File: config.mk
export PLATFORM = sky130hd
export DESIGN_NAME = preset_tuning_memory_sequencer
export DESIGN_NICKNAME = d
export VERILOG_FILES = /design/src/core/preset_tuning_pkg.sv /design/src/core/count_if.sv /design/src/core/tuning_counter.sv /design/src/core/key_priority.sv /design/src/core/preset_tuning_memory_sequencer.sv
export SDC_FILE = /design/constraint.sdc
export NUM_CORES = 1
export LEC_CHECK = 0
export BUFFER_PORTS_ARGS = -buffer_cell sky130_fd_sc_hd__buf_2
export CAP_MARGIN = 20
export CORE_AREA = 8 8 160 162
export DETAILED_ROUTE_END_ITERATION = 7
export DIE_AREA = 0 0 168 170
export GPL_ROUTABILITY_DRIVEN = 0
export GPL_TIMING_DRIVEN = 0
export SLEW_MARGIN = 5
export SYNTH_ARGS = -nofsm -noshare
export SYNTH_HDL_FRONTEND = slang
export SYNTH_SLANG_ARGS = --single-unit
File: constraint.sdc
create_clock -name ref_clk_i -period 3 [get_ports ref_clk_i]
set_clock_uncertainty 0.15 [all_clocks]
set_input_delay 0.6 -clock ref_clk_i [delete_from_list [all_inputs] [get_ports ref_clk_i]]
set_output_delay 0.6 -clock ref_clk_i [all_outputs]
set_load 0.005 [all_outputs]
File: src/core/preset_tuning_pkg.sv
package preset_tuning_pkg;

  // ----------------------------------------
  // widths and sizes
  // ----------------------------------------
  localparam int COUNT_W = 12;
  localparam int NUM_WORDS = 16;
  localparam int ADDR_W = 4;
  localparam int STATION_KEYS = 8;
  localparam int PIN_W = 16;

  // ----------------------------------------
  // values and cycle counts
  // ----------------------------------------
  localparam logic [COUNT_W-1:0] COUNT_FULL = 12'hFFF;
  localparam logic [COUNT_W-1:0] COUNT_RESET = 12'h000;
  localparam logic [ADDR_W-1:0] ADDR_RESET = 4'h0;
  localparam int CLEAR_CYCLES = 2;
  localparam int SETTLE_CYCLES = 4;
  localparam int TIMER_W = 4;

  // ----------------------------------------
  // positions in the synchronised pin vector
  // ----------------------------------------
  localparam int PIN_STATION = 0;
  localparam int PIN_TOGGLE = 8;
  localparam int PIN_LOW = 9;
  localparam int PIN_UP = 10;
  localparam int PIN_MANUAL = 11;
  localparam int PIN_MATCH_N = 12;
  localparam int PIN_BAND = 13;
  localparam int PIN_MODE = 14;
  localparam int PIN_STORE = 15;

  // ----------------------------------------
  // types
  // ----------------------------------------
  typedef enum logic [2:0] {
    KEY_NONE,
    KEY_STATION,
    KEY_TOGGLE,
    KEY_LOW,
    KEY_UP,
    KEY_MANUAL
  } key_code_t;

  typedef enum logic [2:0] {
    ST_IDLE,
    ST_CLEAR,
    ST_CHECK,
    ST_PULSE,
    ST_SETTLE,
    ST_DONE
  } seq_state_t;

endpackage

File: src/core/count_if.sv
`timescale 1ns/1ns
interface count_if;
  logic clear;
  logic step;
  logic [preset_tuning_pkg::COUNT_W-1:0] count;
  logic full;

  modport ctrl (
    output clear,
    output step,
    input count,
    input full
  );

  modport cnt (
    input clear,
    input step,
    output count,
    output full
  );
endinterface

File: src/core/tuning_counter.sv
`timescale 1ns/1ns
module tuning_counter (
  input wire logic ref_clk_i,
  input wire logic arst_n_i,
  count_if.cnt cnt_if
);

  // ----------------------------------------
  // counter that mirrors the external one
  // ----------------------------------------
  logic [preset_tuning_pkg::COUNT_W-1:0] count;

  always_ff @(posedge ref_clk_i or negedge arst_n_i) begin
    if (!arst_n_i) begin
      count <= preset_tuning_pkg::COUNT_RESET;
    end else if (cnt_if.clear) begin
      count <= preset_tuning_pkg::COUNT_RESET;
    end else if (cnt_if.step && count != preset_tuning_pkg::COUNT_FULL) begin
      count <= count + 12'h001;
    end
  end

  assign cnt_if.count = count;
  assign cnt_if.full = (count == preset_tuning_pkg::COUNT_FULL);

endmodule

File: src/core/key_priority.sv
`timescale 1ns/1ns
module key_priority (
  input wire logic [7:0] station_i,
  input wire logic bank_toggle_key_i,
  input wire logic low_key_i,
  input wire logic up_key_i,
  input wire logic manual_key_i,
  output preset_tuning_pkg::key_code_t code_o,
  output logic [2:0] index_o
);

  // ----------------------------------------
  // one key wins: D C B A H G F E, toggle, K, J, manual
  // ----------------------------------------
  always_comb begin
    code_o = preset_tuning_pkg::KEY_STATION;
    index_o = 3'h0;
    if (station_i[3]) begin
      index_o = 3'h3;
    end else if (station_i[2]) begin
      index_o = 3'h2;
    end else if (station_i[1]) begin
      index_o = 3'h1;
    end else if (station_i[0]) begin
      index_o = 3'h0;
    end else if (station_i[7]) begin
      index_o = 3'h7;
    end else if (station_i[6]) begin
      index_o = 3'h6;
    end else if (station_i[5]) begin
      index_o = 3'h5;
    end else if (station_i[4]) begin
      index_o = 3'h4;
    end else if (bank_toggle_key_i) begin
      code_o = preset_tuning_pkg::KEY_TOGGLE;
    end else if (low_key_i) begin
      code_o = preset_tuning_pkg::KEY_LOW;
    end else if (up_key_i) begin
      code_o = preset_tuning_pkg::KEY_UP;
    end else if (manual_key_i) begin
      code_o = preset_tuning_pkg::KEY_MANUAL;
    end else begin
      code_o = preset_tuning_pkg::KEY_NONE;
    end
  end

endmodule

File: src/core/preset_tuning_memory_sequencer.sv
// How it works
// - manual key raises reset/manual output, holding both counters reset, manual tuning path.
// - store start drops mute and reset/manual, then clock pulses advance both counters.
// - comparator low during store stops pulses, writes counter into selected word.
// - after store, mute returns inactive and reset/manual stays low.
// - station key alone gives high reset/manual pulse and drives mute low.
// - recall pulses both counters after reset, comparing counter with addressed word.
// - counter equal to addressed word stops pulses and returns mute inactive.
// - internal and external counters get identical pulses and resets.
// - sixteen preset words, each holding one count, chosen by station key.
// - mode low gives sixteen presets, or keys choose between two banks of eight.
// - mode high gives eight presets per band, band chosen externally.
// - current address, the station number, is shown on display outputs.
// - address is four bits; the top bit also shows the band group.
// - with several keys closed only one counts, priority D C B A H G F E toggle K J manual.
`timescale 1ns/1ns
module preset_tuning_memory_sequencer #(
  parameter int CLEAR_CYCLES = preset_tuning_pkg::CLEAR_CYCLES,
  parameter int SETTLE_CYCLES = preset_tuning_pkg::SETTLE_CYCLES
) (
  input wire logic ref_clk_i,
  input wire logic arst_n_i,
  input wire logic [7:0] station_key_i,
  input wire logic store_key_i,
  input wire logic manual_key_i,
  input wire logic bank_toggle_key_i,
  input wire logic bank_low_key_i,
  input wire logic bank_up_key_i,
  input wire logic mode_i,
  input wire logic band_select_i,
  input wire logic analog_match_in_n,
  output logic reset_manual_out_o,
  output logic mute_out_n_o,
  output logic count_clk_o,
  output logic [2:0] address_low_o,
  output logic address_msb_band_out_o
);

  // ----------------------------------------
  // pin synchronisers
  // ----------------------------------------
  logic [preset_tuning_pkg::PIN_W-1:0] pin_raw;
  logic [preset_tuning_pkg::PIN_W-1:0] pin_meta;
  logic [preset_tuning_pkg::PIN_W-1:0] pin_sync;

  assign pin_raw = {store_key_i, mode_i, band_select_i, analog_match_in_n, manual_key_i,
                    bank_up_key_i, bank_low_key_i, bank_toggle_key_i, station_key_i};

  genvar p;
  generate
    for (p = 0; p < preset_tuning_pkg::PIN_W; p++) begin : g_sync
      always_ff @(posedge ref_clk_i or negedge arst_n_i) begin
        if (!arst_n_i) begin
          pin_meta[p] <= 1'b0;
          pin_sync[p] <= 1'b0;
        end else begin
          pin_meta[p] <= pin_raw[p];
          pin_sync[p] <= pin_meta[p];
        end
      end
    end
  endgenerate

  logic store_held;
  logic mode_high;
  logic band_ext;
  logic match_low;

  assign store_held = pin_sync[preset_tuning_pkg::PIN_STORE];
  assign mode_high = pin_sync[preset_tuning_pkg::PIN_MODE];
  assign band_ext = pin_sync[preset_tuning_pkg::PIN_BAND];
  assign match_low = !pin_sync[preset_tuning_pkg::PIN_MATCH_N];

  // ----------------------------------------
  // key decode and press edge
  // ----------------------------------------
  preset_tuning_pkg::key_code_t key_code;
  logic [2:0] key_index;
  logic key_seen;
  logic key_new;

  key_priority u_key_priority (
    .station_i(pin_sync[preset_tuning_pkg::PIN_STATION +: preset_tuning_pkg::STATION_KEYS]),
    .bank_toggle_key_i(pin_sync[preset_tuning_pkg::PIN_TOGGLE]),
    .low_key_i(pin_sync[preset_tuning_pkg::PIN_LOW]),
    .up_key_i(pin_sync[preset_tuning_pkg::PIN_UP]),
    .manual_key_i(pin_sync[preset_tuning_pkg::PIN_MANUAL]),
    .code_o(key_code),
    .index_o(key_index)
  );

  always_ff @(posedge ref_clk_i or negedge arst_n_i) begin
    if (!arst_n_i) begin
      key_seen <= 1'b0;
    end else begin
      key_seen <= (key_code != preset_tuning_pkg::KEY_NONE);
    end
  end

  assign key_new = (key_code != preset_tuning_pkg::KEY_NONE) && !key_seen;

  // ----------------------------------------
  // counter link
  // ----------------------------------------
  count_if cnt_link ();

  tuning_counter u_tuning_counter (
    .ref_clk_i(ref_clk_i),
    .arst_n_i(arst_n_i),
    .cnt_if(cnt_link)
  );

  assign cnt_link.clear = reset_manual_out_o;
  assign cnt_link.step = count_clk_o;

  // ----------------------------------------
  // bank selection
  // ----------------------------------------
  preset_tuning_pkg::seq_state_t state;
  logic bank_upper;
  logic bank_now;

  always_ff @(posedge ref_clk_i or negedge arst_n_i) begin
    if (!arst_n_i) begin
      bank_upper <= 1'b0;
    end else if (key_new && !mode_high && state == preset_tuning_pkg::ST_IDLE) begin
      case (key_code)
        preset_tuning_pkg::KEY_TOGGLE: begin
          bank_upper <= !bank_upper;
        end
        preset_tuning_pkg::KEY_LOW: begin
          bank_upper <= 1'b0;
        end
        preset_tuning_pkg::KEY_UP: begin
          bank_upper <= 1'b1;
        end
        default: begin
          bank_upper <= bank_upper;
        end
      endcase
    end
  end

  assign bank_now = mode_high ? band_ext : bank_upper;

  // ----------------------------------------
  // sequencer
  // ----------------------------------------
  logic op_store;
  logic manual_mode;
  logic [preset_tuning_pkg::TIMER_W-1:0] timer;
  logic [preset_tuning_pkg::ADDR_W-1:0] addr;
  logic [preset_tuning_pkg::COUNT_W-1:0] word_sel;
  logic finished;
  logic write_word;
  logic take_manual;
  logic take_station;
  logic start_store;
  logic check_end;

  assign finished = op_store ? match_low : (cnt_link.count == word_sel);
  assign take_manual = key_new && (key_code == preset_tuning_pkg::KEY_MANUAL)
                       && (state == preset_tuning_pkg::ST_IDLE);
  assign take_station = key_new && (key_code == preset_tuning_pkg::KEY_STATION)
                        && (state == preset_tuning_pkg::ST_IDLE);
  assign start_store = take_station && store_held && manual_mode;
  assign check_end = (state == preset_tuning_pkg::ST_CHECK) && (finished || cnt_link.full);

  always_ff @(posedge ref_clk_i or negedge arst_n_i) begin
    if (!arst_n_i) begin
      state <= preset_tuning_pkg::ST_IDLE;
    end else begin
      case (state)
        preset_tuning_pkg::ST_IDLE: begin
          if (start_store) begin
            state <= preset_tuning_pkg::ST_CHECK;
          end else if (take_station) begin
            state <= preset_tuning_pkg::ST_CLEAR;
          end
        end
        preset_tuning_pkg::ST_CLEAR: begin
          if (timer == '0) begin
            state <= preset_tuning_pkg::ST_CHECK;
          end
        end
        preset_tuning_pkg::ST_CHECK: begin
          if (check_end) begin
            state <= preset_tuning_pkg::ST_DONE;
          end else begin
            state <= preset_tuning_pkg::ST_PULSE;
          end
        end
        preset_tuning_pkg::ST_PULSE: begin
          state <= preset_tuning_pkg::ST_SETTLE;
        end
        preset_tuning_pkg::ST_SETTLE: begin
          if (timer == '0) begin
            state <= preset_tuning_pkg::ST_CHECK;
          end
        end
        preset_tuning_pkg::ST_DONE: begin
          state <= preset_tuning_pkg::ST_IDLE;
        end
        default: begin
          state <= preset_tuning_pkg::ST_IDLE;
        end
      endcase
    end
  end

  always_ff @(posedge ref_clk_i or negedge arst_n_i) begin
    if (!arst_n_i) begin
      timer <= '0;
    end else if (take_station && !start_store) begin
      timer <= preset_tuning_pkg::TIMER_W'(CLEAR_CYCLES - 1);
    end else if (state == preset_tuning_pkg::ST_PULSE) begin
      timer <= preset_tuning_pkg::TIMER_W'(SETTLE_CYCLES - 1);
    end else if ((state == preset_tuning_pkg::ST_CLEAR || state == preset_tuning_pkg::ST_SETTLE)
                 && timer != '0) begin
      timer <= timer - 1'b1;
    end
  end

  always_ff @(posedge ref_clk_i or negedge arst_n_i) begin
    if (!arst_n_i) begin
      op_store <= 1'b0;
    end else if (take_station) begin
      op_store <= start_store;
    end
  end

  always_ff @(posedge ref_clk_i or negedge arst_n_i) begin
    if (!arst_n_i) begin
      manual_mode <= 1'b1;
    end else if (take_manual) begin
      manual_mode <= 1'b1;
    end else if (state == preset_tuning_pkg::ST_DONE) begin
      manual_mode <= 1'b0;
    end
  end

  always_ff @(posedge ref_clk_i or negedge arst_n_i) begin
    if (!arst_n_i) begin
      reset_manual_out_o <= 1'b1;
    end else if (take_manual) begin
      reset_manual_out_o <= 1'b1;
    end else if (start_store) begin
      reset_manual_out_o <= 1'b0;
    end else if (take_station) begin
      reset_manual_out_o <= 1'b1;
    end else if (state == preset_tuning_pkg::ST_CLEAR && timer == '0) begin
      reset_manual_out_o <= 1'b0;
    end else if (state == preset_tuning_pkg::ST_DONE) begin
      reset_manual_out_o <= 1'b0;
    end
  end

  always_ff @(posedge ref_clk_i or negedge arst_n_i) begin
    if (!arst_n_i) begin
      mute_out_n_o <= 1'b1;
    end else if (take_manual) begin
      mute_out_n_o <= 1'b1;
    end else if (take_station) begin
      mute_out_n_o <= 1'b0;
    end else if (state == preset_tuning_pkg::ST_DONE) begin
      mute_out_n_o <= 1'b1;
    end
  end

  always_ff @(posedge ref_clk_i or negedge arst_n_i) begin
    if (!arst_n_i) begin
      count_clk_o <= 1'b0;
      write_word <= 1'b0;
    end else begin
      count_clk_o <= (state == preset_tuning_pkg::ST_CHECK) && !check_end;
      write_word <= check_end && op_store;
    end
  end

  // ----------------------------------------
  // station address and display
  // ----------------------------------------
  always_ff @(posedge ref_clk_i or negedge arst_n_i) begin
    if (!arst_n_i) begin
      addr <= preset_tuning_pkg::ADDR_RESET;
    end else if (key_new && key_code == preset_tuning_pkg::KEY_STATION
                 && state == preset_tuning_pkg::ST_IDLE) begin
      addr <= {bank_now, key_index};
    end
  end

  always_ff @(posedge ref_clk_i or negedge arst_n_i) begin
    if (!arst_n_i) begin
      address_low_o <= 3'h0;
      address_msb_band_out_o <= 1'b0;
    end else begin
      address_low_o <= addr[2:0];
      address_msb_band_out_o <= (state == preset_tuning_pkg::ST_IDLE) ? bank_now : addr[3];
    end
  end

  // ----------------------------------------
  // preset memory, kept through reset
  // ----------------------------------------
  logic [preset_tuning_pkg::COUNT_W-1:0] words [preset_tuning_pkg::NUM_WORDS];

  genvar w;
  generate
    for (w = 0; w < preset_tuning_pkg::NUM_WORDS; w++) begin : g_word
      always_ff @(posedge ref_clk_i) begin
        if (write_word && addr == preset_tuning_pkg::ADDR_W'(w)) begin
          words[w] <= cnt_link.count;
        end
      end
    end
  endgenerate

  assign word_sel = words[addr];

endmodule

Word-level counts from Yosys, hierarchy flattened
Memories as Yosys holds them, arrays and structs flattened.
Index checks and enable logic that the tools add are counted.
{"block": "totals", "ff_bits": 67, "ram_bits": 192, "inputBits": 18, "output_inout_bits": 7, "elab_cells": 268, "memories": 1}
{"name": "words", "depth": 16, "word_bits": 12, "read_ports": 1, "rd_clocked_by_memory_dff": 0, "wr": 1, "line": "preset_tuning_memory_sequencer.sv:305", "text": "logic [preset_tuning_pkg::COUNT_W-1:0] words [preset_tuning_pkg::NUM_WORDS];"}
{"block": "classes", "addsub": 2, "n_eq_ne": 30, "mux": 120, "n_reduce_logical": 69}
{"operator": "12-bit 2-to-1 mux", "n": 17}
{"operator": "12-bit OR reduction", "n": 15}
{"operator": "3-bit 2-to-1 mux", "n": 24}
{"operator": "4-bit 2-to-1 mux", "n": 18}
{"operator": "1-bit 2-to-1 mux", "n": 59}
{"operator": "4-bit == test (second input constant)", "n": 8}
{"operator": "1-bit logical AND", "n": 32}
{"operator": "4-bit by 3-bit == test with 1-bit output (second input constant)", "n": 4}
{"operator": "12-bit by 1-bit adder with 12-bit output (second input constant)", "n": 1}
{"operator": "12-bit == test", "n": 1}
{"operator": "12-bit == test (second input constant)", "n": 1}
{"operator": "3-bit by 2-bit == test with 1-bit output (second input constant)", "n": 4}
{"operator": "3-bit == test (second input constant)", "n": 4}
{"operator": "12-bit inequality test (second input constant)", "n": 1}
{"operator": "3-bit case mux with 4 select lines", "n": 1}
{"operator": "3-bit nonzero test", "n": 4}
{"operator": "4-bit by 2-bit == test with 1-bit output (second input constant)", "n": 2}
{"operator": "4-bit zero test", "n": 2}
{"operator": "3-bit by 1-bit == test with 1-bit output (second input constant)", "n": 2}
{"operator": "1-bit zero test", "n": 6}
{"operator": "5-bit nonzero test", "n": 1}
{"operator": "4-bit by 1-bit == test with 1-bit output (second input constant)", "n": 1}
{"operator": "2-bit AND reduction", "n": 2}
{"operator": "2-bit nonzero test", "n": 2}
{"operator": "8 further kinds", "n": 9}

Logic depth before layout (Yosys ltp)
Gate-level depths: netlist of the first run.
{"block": "depth", "word_depth": 21, "depth_mapped": 12, "depth_no_buf": 8}

Modules after synthesis
Synthesis of the first run repeated with hierarchy kept, for this count alone.
{"block": "hier_totals", "hier_cells": 563, "hier_area_um2": 10201.0}
{"mod": "preset_tuning_memory_sequencer", "n_inst": 1, "cells_per_inst": 473, "area_each_um2": 9414.0, "seq_area_each_um2": 7145.6}
{"mod": "tuning_counter", "n_inst": 1, "cells_per_inst": 71, "area_each_um2": 676.9, "seq_area_each_um2": 300.3}
{"mod": "key_priority", "n_inst": 1, "cells_per_inst": 19, "area_each_um2": 110.1, "seq_area_each_um2": 0.0}

Worst setup path before layout of the first run
OpenSTA, ideal clock, no wires.
{"block": "synth_path", "path_kind": "register to register", "startpoint": "register addr[1] (netlist name)", "endpoint": "register state[1]", "setup_time_ns": 0.131, "t_arrival_ns": 2.224, "required_time_ns": 2.719, "setup_slack_ns": 0.494, "path_stages_with_launch": 9, "n_path_buf": 1, "period_less_slack_ns": 2.506, "cell_sequence": "dfrtp_1 -> buf_6 -> mux4_1 -> mux4_2 -> xnor2_1 -> and4_1 -> nand4_1 -> o21ai_1 -> o211ai_1"}
{"block": "synth_via", "elab_chain_cells": 7}
{"element": "from (decl)", "line": "preset_tuning_memory_sequencer.sv:152", "text": "logic [preset_tuning_pkg::ADDR_W-1:0] addr;"}
{"element": "from (signal assigned)", "line": "preset_tuning_memory_sequencer.sv:285", "text": "addr <= preset_tuning_pkg::ADDR_RESET;"}
{"element": "from (signal assigned)", "line": "preset_tuning_memory_sequencer.sv:288", "text": "addr <= {bank_now, key_index};"}
{"element": "memory read 16 x 12 bit"}
{"element": "12-bit == test", "line": "preset_tuning_memory_sequencer.sv:161", "text": "assign finished = op_store ? match_low : (cnt_link.count == word_sel);"}
{"element": "1-bit 2-to-1 mux", "line": "preset_tuning_memory_sequencer.sv:161"}
{"element": "1-bit logical OR", "line": "preset_tuning_memory_sequencer.sv:167", "text": "assign check_end = (state == preset_tuning_pkg::ST_CHECK) && (finished || cnt_link.full);"}
{"element": "1-bit logical AND", "line": "preset_tuning_memory_sequencer.sv:167"}
{"element": "3-bit 2-to-1 mux", "line": "preset_tuning_memory_sequencer.sv:187", "text": "if (check_end) begin"}
{"element": "3-bit case mux with 4 select lines", "line": "preset_tuning_memory_sequencer.sv:173", "text": "case (state)"}
{"element": "to (signal assigned)", "line": "preset_tuning_memory_sequencer.sv:176", "text": "state <= preset_tuning_pkg::ST_CHECK;"}
{"element": "to (signal assigned)", "line": "preset_tuning_memory_sequencer.sv:188", "text": "state <= preset_tuning_pkg::ST_DONE;"}
{"element": "to (signal assigned)", "line": "preset_tuning_memory_sequencer.sv:190", "text": "state <= preset_tuning_pkg::ST_PULSE;"}
{"element": "to (decl)", "line": "preset_tuning_memory_sequencer.sv:119", "text": "preset_tuning_pkg::seq_state_t state;"}
No other way between the ends.
A chain may end at the register's enable or synchronous reset.

Worst setup path after layout of the first run
{"block": "layout_path", "startpoint": "register addr[2] (netlist name)", "endpoint": "memory words[1][8] (netlist name), enable pin"}
{"block": "layout_via", "elab_chain_cells": 20, "elab_cells_between_ends": 109, "classes_between": "eq/ne: 15; mux: 62; reduce/logical: 32"}
{"element": "4-bit by 1-bit == test with 1-bit output", "line": "preset_tuning_memory_sequencer.sv:311", "text": "if (write_word && addr == preset_tuning_pkg::ADDR_W'(w)) begin"}
{"element": "1-bit logical AND", "line": "preset_tuning_memory_sequencer.sv:311"}
{"element": "1-bit 2-to-1 mux", "line": "preset_tuning_memory_sequencer.sv:311"}
{"element": "1-bit 2-to-1 mux (not written as such)", "line": "preset_tuning_memory_sequencer.sv:312", "text": "words[w] <= cnt_link.count;"}
{"element": "12-bit OR reduction (no line)"}
{"element": "4-bit 2-to-1 mux (no line) or 1-bit 2-to-1 mux (tied branches) (15 in a row)"}
{"element": "to (decl)", "line": "preset_tuning_memory_sequencer.sv:305"}
Several ways; a longest one is shown, not always the timed one.

==> impl_metrics.toml, run 1 <==
[floorplan]
dieWidth_um = 168
core_mm2 = 0.0231
rows = 56
die_area_mm2 = 0.0286
start_util_pct = 44.5
die_h_um = 170
num_io_pins = 25

[global_routing]
grtUsageMet2_pct = 26.7
grt_max_degree = 68
top_usage_layer = "met2"
grt_pass1_wl_um = 34900
grt-ovfl-total = 0
antenna_found_initial = 0
grt.total_usage_pct = 16.3
met3_usage_pct = 2.85
grt_pass1_vias = 5850
met1_usage_pct = 22.0

[logic_synthesis]
synth_edf_count = 192
yosys.area.top_type = "edfxtp_1"
synth_cell_types = 61
avgSynthCellArea_um2 = 17.2
synthMuxAreaShare_pct = 12.4
synthSimpleGateAreaFrac_pct = 6.60
synth-async-reset-ratio_pct = 25.9
synth_compound_area_share_pct = 4.14
syn_nets = 617
synthTopCellsByArea = "edfxtp_1, dfrtp_1, mux4_2, mux2i_1, nor2_1"
ys_ff_latch = 259
synth_top_flop_cell = "edfxtp_1"
synth_top_family_by_area = "multiplexers"
syn_inst = 597
synth_xor_area_share_pct = 2.05
netlist_area_mm2 = 0.0103
synthAdderAreaFrac_pct = 0.244
seq_area_frac_synth_pct = 72.6
synth_top_area_share_pct = 56.2
yosys_warnings = 0

[drt]
drcViolationCount = 0
ant_nets = 0
drt-vias-per-instance = 5.78
drt_iter0_drc = 523
routed_wl_um = 22900
dr.pass1.iters = 5
wire_per_inst_um = 23.5
vias = 5621

[layout]
multi_input_area_mm2 = 0.00272
nets = 682
final_common_cell = "edfxtp_1"
drive_gt1_share_pct = 25.2
final_cell_mix = "edfxtp_1, dfrtp_1, nor2_1"
fin_cells = 972
diodes = 0
fillers = 1853
design_area_mm2 = 0.0119
register_area_mm2 = 0.00745
area_growth_syn_to_layout_pct = 16.4

[clocking]
cts_tree = "yes"
clock_path_buffers = 3
hold_buffers = 0
cts.sinks = 259
cts_root_buffer = "clkbuf_16"
cts_buffers = 27
clk_pin_slew_ps = 60
cts-htree-levels = 1
clk-insertion-delay-late_ps = 530

[setup_path]
start_kind = "flip-flop"
end_kind = "flip-flop"
crit_required_ps = 3000
worstPathMaxFanout = 12
crit_type = "flip-flop to flip-flop"
critPathArrivalTime_ps = 2980

[placed_design]
portBuffers = 24
dpl.hpwl_um = 14700
numPlacedInstances = 916
postPlaceCellArea_mm2 = 0.0108

[timing]
hold_violations = 0
tightest_slew_ps = 922
whs_ps = 16.3
rsz0062_at_grt = "yes"
timing.final.crit_share_pct = 99.4
period_minus_slack_ps = 2980
max_freq_mhz = 335
tns_ps = 0
drv_slew = 0
setup_viol = 0
relSlewSlack_pct = 38.5

[power]
power_density_mw_per_mm2 = 688
p_leak_uw = 0.00412
peakVddDrop_mv = 0.471

[job]
maxCapViolCount = 0

[run_status]
outcome = "finished, final reports clean"

[worst_hold_path]
hold_class = "primary input to asynchronous set/reset pin"
critical path, cell delays in order, from the launching register on:
cell and delay, ps:
dfrtp_2 480, clkbuf_4 240, inv_1 150, buf_1 420, nand3_1 360, nor2_2 800
layer usage:
layer  share of wire [%]  vias up
li1                    -     2455
met1                  43     2908
met2                  48      224
met3                 6.8       34
met4                 2.2        0
met5                   0        -
flip-flops by register name (all words and copies together), names as in the netlist, 3 cells and up:
signal / cells
u_tuning_counter.cnt_if.count: 12
addr: 4
state: 3
pin_sync: 13
timer: 4
words: 192
address_low_o: 3
pin_meta: 16
synth_stat cells, drive strengths merged, types with 2 or more instances:
cell,number
nor2,57
o21ai,7
clkbuf,9
or3,2
a31oi,2
nor2b,7
o211ai,3
buf,17
a21oi,16
and3,3
nand3b,2
o311ai,2
nand3,19
and4,3
o21a,2
or2,2
nand4,4
a22oi,7
dfrtp,64
nand2,20
xnor2,11
nor4,2
mux2,3
edfxtp,192
o22ai,2
mux2i,30
ha,2
inv,10
dfstp,3
a211oi,2
mux4,41
a22o,4
nand2b,6
nor3,10
xor2,13
o31ai,2
kinds of logic after synthesis:
logic type,Yosys count
buffers and inverters,36
XOR/XNOR,24
AND/OR/NAND/NOR,142
AO/OA/AOI/OAI,60
multiplexers,74
adder cells (fa/ha/maj),2
flip-flops,259
metrics by stage:
| stage | utilization [%] | worst slack, ps | total power, uW |
|---|---|---|---|
| 2_1_floorplan | - | 494 | 4710 |
| 3_3_place_gp | 46.6 | -526 | 4940 |
| 3_5_place_dp | 47.0 | -526 | 4980 |
| 4_1_cts | 51.1 | -47.9 | 8240 |
| 5_1_grt | 51.8 | -144 | 8520 |
| 6_report | 51.8 | 18.3 | 8210 |
power breakdown:
part	leakage, uW	total (uW)	internal, uW	switching, uW
sequential	0.00245	4200	4030	178
combinational	0.00123	744	313	430
clock	0.000441	3260	1950	1320
total	0.00412	8210	6290	1920
area by class of cell:
type / count / share of cell area (%)
Clock buffer: 38 / 6.74
Multi-Input combinational cell: 302 / 22.8
Buffer: 26 / 1.91
Inverter: 10 / 0.314
Sequential cell: 259 / 62.4
Clock inverter: 11 / 0.639
Tap cell: 290 / 3.04
Timing Repair Buffer: 36 / 2.15
worst paths after layout:
check,startpoint,end,slack [ps],depth (start not counted)
worst min-delay path,arst_n_i,pin_meta[9],20,1
worst max-delay path,addr[2],words[1][8],20,5
max in group asynchronous,arst_n_i,u_tuning_counter.cnt_if.count[3],2100,1
min in group ref_clk_i,mode_i,pin_meta[14],30,1
worst max register to register,addr[2],words[1][8],20,5
worst min register to register,pin_meta[1],pin_sync[1],200,0
repair_timing:
action,4_1_cts,5_1_grt
pin swaps,1,2
hold endpoints to repair,0,0
resized for setup,20,25
endpoints found under the setup margin,93,74
gates cloned,0,1
setup buffers,2,4
Power figures use the tool's default switching activity.
==> inputs of run 2 (changes only) <==
--- a/config.mk
+++ b/config.mk
@@ -12,6 +12,7 @@
 export DIE_AREA = 0 0 168 170
 export GPL_ROUTABILITY_DRIVEN = 0
 export GPL_TIMING_DRIVEN = 0
+export PLACE_DENSITY = 0.59
 export SLEW_MARGIN = 5
 export SYNTH_ARGS = -nofsm -noshare
 export SYNTH_HDL_FRONTEND = slang
==> impl_metrics.toml, run 2 (synthesis gave the netlist of run 1 again) <==
[power]
seq_power_share_pct = 51.6
p_clk_share_pct = 38.8
peakVddDrop_mv = 0.496
p_int_uw = 6190
power.switching_uw = 1960
p_sw_share_pct = 24.1
combPwrFrac_pct = 9.6
power_density_mw_per_mm2 = 671
p_leak_uw = 0.00422

[layout]
final_common_cell = "edfxtp_1"
drive_gt1_share_pct = 28.1
nets = 695
area_growth_syn_to_layout_pct = 18.5
diodes = 0
top_register = "words"
design_area_mm2 = 0.0121
final_cell_mix = "edfxtp_1, dfrtp_1, mux4_2, nor2_1, clkbuf_16"
reg.largest.list = "words x192, pin_meta x16, pin_sync x13"
finish.utilization_pct = 52.7
largest_reg_flops = 192

[drt]
dr.pass1.iters = 5
drt_iter0_drc = 553
wire_per_inst_um = 23.9
routed_wl_um = 23500
drcViolationCount = 0
drt-vias-per-instance = 5.76
vias = 5672
ant_nets = 0

[placed_design]
pre_cts_slack_ps = -450
portBuffers = 24
postPlaceCellArea_mm2 = 0.0109
dpl.hpwl_um = 15000

[setup_path]
crit_type = "flip-flop to flip-flop"
critPathMaxStageDelay_ps = 490
crit_family = "compound AO/OA/AOI/OAI gates"
critPathArrivalTime_ps = 3240
r2r-start = "addr[1]"
worstPathMaxFanout = 6
crit_buf_inv = 4
crit_required_ps = 3250
endpoint = "state[1]"
r2r-end = "state[1]"
worstSetupStartpoint = "addr[1]"
crit_cells = 12
cp_cell_sequence = "buf_12 -> buf_12 -> buf_12 -> mux4_2 -> a22oi_2 -> o311ai_1 -> o21ai_1 -> and4_1 -> nand4_1 -> buf_4 -> o21ai_2 -> o211ai_1"
cp_slowest_cell = "mux4_2"
end_kind = "flip-flop"
start_kind = "flip-flop"
rrSetupSlack_ps = 10
r2r_cells = 12
cpMostUsedCell = "buf_12"

[clocking]
cts_tree = "yes"
cts-htree-levels = 1
cts.sinks = 259
hold_buffers = 0
cts_buffers = 26
cts_root_buffer = "clkbuf_16"
clk-insertion-delay-late_ps = 530
clock_path_buffers = 3
clk_pin_slew_ps = 60

[global_routing]
grt_max_degree = 68
grt_pass1_vias = 5850
grt.total_usage_pct = 16.4
antenna_found_initial = 0
grt-ovfl-total = 0
grt_pass1_wl_um = 35300

[floorplan]
rows = 56
core_mm2 = 0.0231
die_area_mm2 = 0.0286
num_io_pins = 25
start_util_pct = 44.5
dieWidth_um = 168
die_h_um = 170

[job]
maxCapViolCount = 0

[timing]
drv_slew = 0
whs_ps = 20.6
period_minus_slack_ps = 2990
max_freq_mhz = 335
hold_violations = 0
setup_ws_ps = 13.2
setup_viol = 0
tightest_slew_ps = 886
relSlewSlack_pct = 40.9
timing.final.crit_share_pct = 99.6

[worst_hold_path]
hold_class = "primary input to asynchronous set/reset pin"

[run_status]
outcome = "finished, final reports clean"
==> run 2: changes by cell type in the layout (fill, tap and decap cells not counted), sizes merged <==
cell	previous run	this run
buf	47	60
bufinv	1	0
clkbuf	53	51
inv	10	13
clkinv	10	9
==> run 2: metal layers <==
metal  GRT usage [%]  share of wire, %  wire [um]  up-vias
met4            5.98               2.8        646        0
met1            21.1                42       9930     2944
met5               0                 0          0        -
li1                -                 -          -     2470
met3            3.06               6.2       1460       48
met2            27.5                49      11400      210
==> run 2: per-stage QoR <==
step                      std cells  power [uW]  setup TNS, ps
after floorplan                 597        4710              0
after global placement          911        4940         -65110
after detailed placement        919        4980          -5610
after CTS                       968        8140          -2440
after global routing            984        8430          -5.72
final                           984        8150              0
==> run 2: worst min path at each step <==
stage | start | endpoint | slack, ps | depth (start not counted)
final | arst_n_i | pin_meta[10] | 20 | 1
after CTS | manual_key_i | pin_meta[11] | 6 | 1
after global routing | station_key_i[2] | pin_meta[2] | 5 | 1
after floorplan | arst_n_i | addr[0] | 150 | 0
after global placement | pin_meta[1] | pin_sync[1] | 180 | 0
after detailed placement | pin_meta[0] | pin_sync[0] | 180 | 0
==> run 2: cell type report <==
cell class	count	area (um^2)
Buffer	26	243
Clock buffer	35	779
Clock inverter	12	66.3
Fill cell	1810	10900
Inverter	10	37.5
Multi-Input combinational cell	302	2770
Sequential cell	259	7450
Tap cell	290	363
Timing Repair Buffer	50	437
==> run 2: repair_timing <==
action | in CTS | in global routing
endpoints found under the setup margin | 51 | 123
setup buffers | 2 | 13
gates resized for setup | 14 | 56
hold endpoints to repair | 0 | 0
pin swaps | 1 | 2
gates cloned | 0 | 3
==> run 2: power by group through the flow <==
stage               sequential [uW]  combinational, uW  clock, uW
floorplan                      4200                503          0
global route                   4220                857       3350
CTS                            4200                716       3220
detailed placement             4270                710          0
global placement               4260                681          0
finish                         4210                780       3170
==> inputs of run 3 (changes only) <==
--- a/config.mk
+++ b/config.mk
@@ -13,6 +13,7 @@
 export GPL_ROUTABILITY_DRIVEN = 0
 export GPL_TIMING_DRIVEN = 0
 export PLACE_DENSITY = 0.59
+export SETUP_SLACK_MARGIN = 0.05
 export SLEW_MARGIN = 5
 export SYNTH_ARGS = -nofsm -noshare
 export SYNTH_HDL_FRONTEND = slang
==> impl_metrics.toml, run 3 (synthesis gave the netlist of run 1 again) <==
[setup_path]
cp_cell_sequence = "buf_12 -> buf_12 -> mux4_2 -> mux2i_2 -> xnor2_1 -> o21ai_1 -> and4_1 -> nand4_1 -> buf_4 -> o21ai_2 -> o211ai_1"
cp_slowest_cell = "mux4_2"
critPathArrivalTime_ps = 3230
r2r_cells = 11
crit_buf_inv = 3
cpMostUsedCell = "buf_12"
end_kind = "flip-flop"
critPathMaxStageDelay_ps = 530
start_kind = "flip-flop"
crit_cells = 11
crit_type = "flip-flop to flip-flop"
worstPathMaxFanout = 10
crit_required_ps = 3250
crit_family = "multiplexers"

[timing]
drv_slew = 0
max_freq_mhz = 336
rsz0062_at_grt = "yes"
setup_ws_ps = 19.5
whs_ps = 21.4
period_minus_slack_ps = 2980
tightest_slew_ps = 887
relSlewSlack_pct = 40.8
hold_violations = 0
timing.final.crit_share_pct = 99.3
setup_viol = 0

[drt]
ant_nets = 0
vias = 5577
drt-vias-per-instance = 5.70
routed_wl_um = 23100
wire_per_inst_um = 23.6
drt_iter0_drc = 520
dr.pass1.iters = 4
drcViolationCount = 0

[layout]
nets = 689
finish.utilization_pct = 52.2
final_cell_mix = "edfxtp_1, dfrtp_1, nor2_1"
drive_gt1_share_pct = 26.6
largest_reg_flops = 192
area_growth_syn_to_layout_pct = 17.3
fillers = 1820
diodes = 0
design_area_mm2 = 0.0120
final_common_cell = "edfxtp_1"
top_register = "words"
reg.largest.list = "words x192, pin_meta x16, pin_sync x13"

[job]
maxCapViolCount = 0

[placed_design]
pre_cts_slack_ps = -450
portBuffers = 24
dpl.hpwl_um = 15000
postPlaceCellArea_mm2 = 0.0109

[clocking]
clk_pin_slew_ps = 60
cts_buffers = 26
cts_tree = "yes"
clk-insertion-delay-late_ps = 520
cts_root_buffer = "clkbuf_16"
cts.sinks = 259
clock_path_buffers = 3
hold_buffers = 0
cts-htree-levels = 1

[floorplan]
die_area_mm2 = 0.0286
dieWidth_um = 168
rows = 56
core_mm2 = 0.0231
die_h_um = 170
num_io_pins = 25
start_util_pct = 44.5

[worst_hold_path]
hold_class = "primary input to asynchronous set/reset pin"

[global_routing]
antenna_found_initial = 0
grt_pass1_vias = 5850
grt_max_degree = 68
grt-ovfl-total = 0
grt_pass1_wl_um = 35300
grt.total_usage_pct = 16.4

[run_status]
outcome = "finished, final reports clean"

[power]
peakVddDrop_mv = 0.496
p_leak_uw = 0.00415
power_density_mw_per_mm2 = 675
-- run 3: cell type report --
class                           instances  area, um^2  area share (%)
Inverter                               10        37.5           0.312
Timing Repair Buffer                   44         339            2.82
Tap cell                              290         363            3.02
Clock inverter                         12        66.3           0.551
Sequential cell                       259        7450            62.0
Buffer                                 26         234            1.95
Clock buffer                           35         779            6.48
Multi-Input combinational cell        302        2760            22.9
-- run 3: metal layers --
metal	routed length, um	vias up	global-route usage (%)	part of all wire [%]
li1	-	2460	-	-
met1	9730	2889	21.2	42
met2	11400	185	27.5	49
met3	1400	43	3.06	6.1
met4	594	0	6.06	2.6
met5	0	-	0	0
-- run 3: repair_timing --
action,4_1_cts,5_1_grt
endpoints found under the setup margin,75,81
gates resized for setup,31,26
cloned,0,0
pin swaps,1,2
buffers inserted,2,10
endpoints found under the hold margin,0,0
-- run 3: power by group --
part	switching (uW)	internal (uW)
combinational	434	322
clock	1340	1830
sequential	177	4030
-- run 3: worst paths after layout --
check	from	end	slack [ps]
worst min register to register	pin_meta[11]	pin_sync[11]	200
max in group asynchronous	arst_n_i	u_tuning_counter.cnt_if.count[4]	2110
worst min-delay path	arst_n_i	pin_meta[10]	20
worst max register to register	addr[1]	state[1]	20
worst max-delay path	addr[1]	state[1]	20
min in group ref_clk_i	station_key_i[1]	pin_meta[1]	30
-- run 3: per-stage QoR --
stage / TNS (ps) / total power [uW] / cells
after floorplan: 0 / 4710 / 597
after global placement: -65110 / 4940 / 911
after detailed placement: -5610 / 4980 / 919
after CTS: -299 / 8150 / 968
after global routing: 0 / 8400 / 978
final: 0 / 8120 / 978
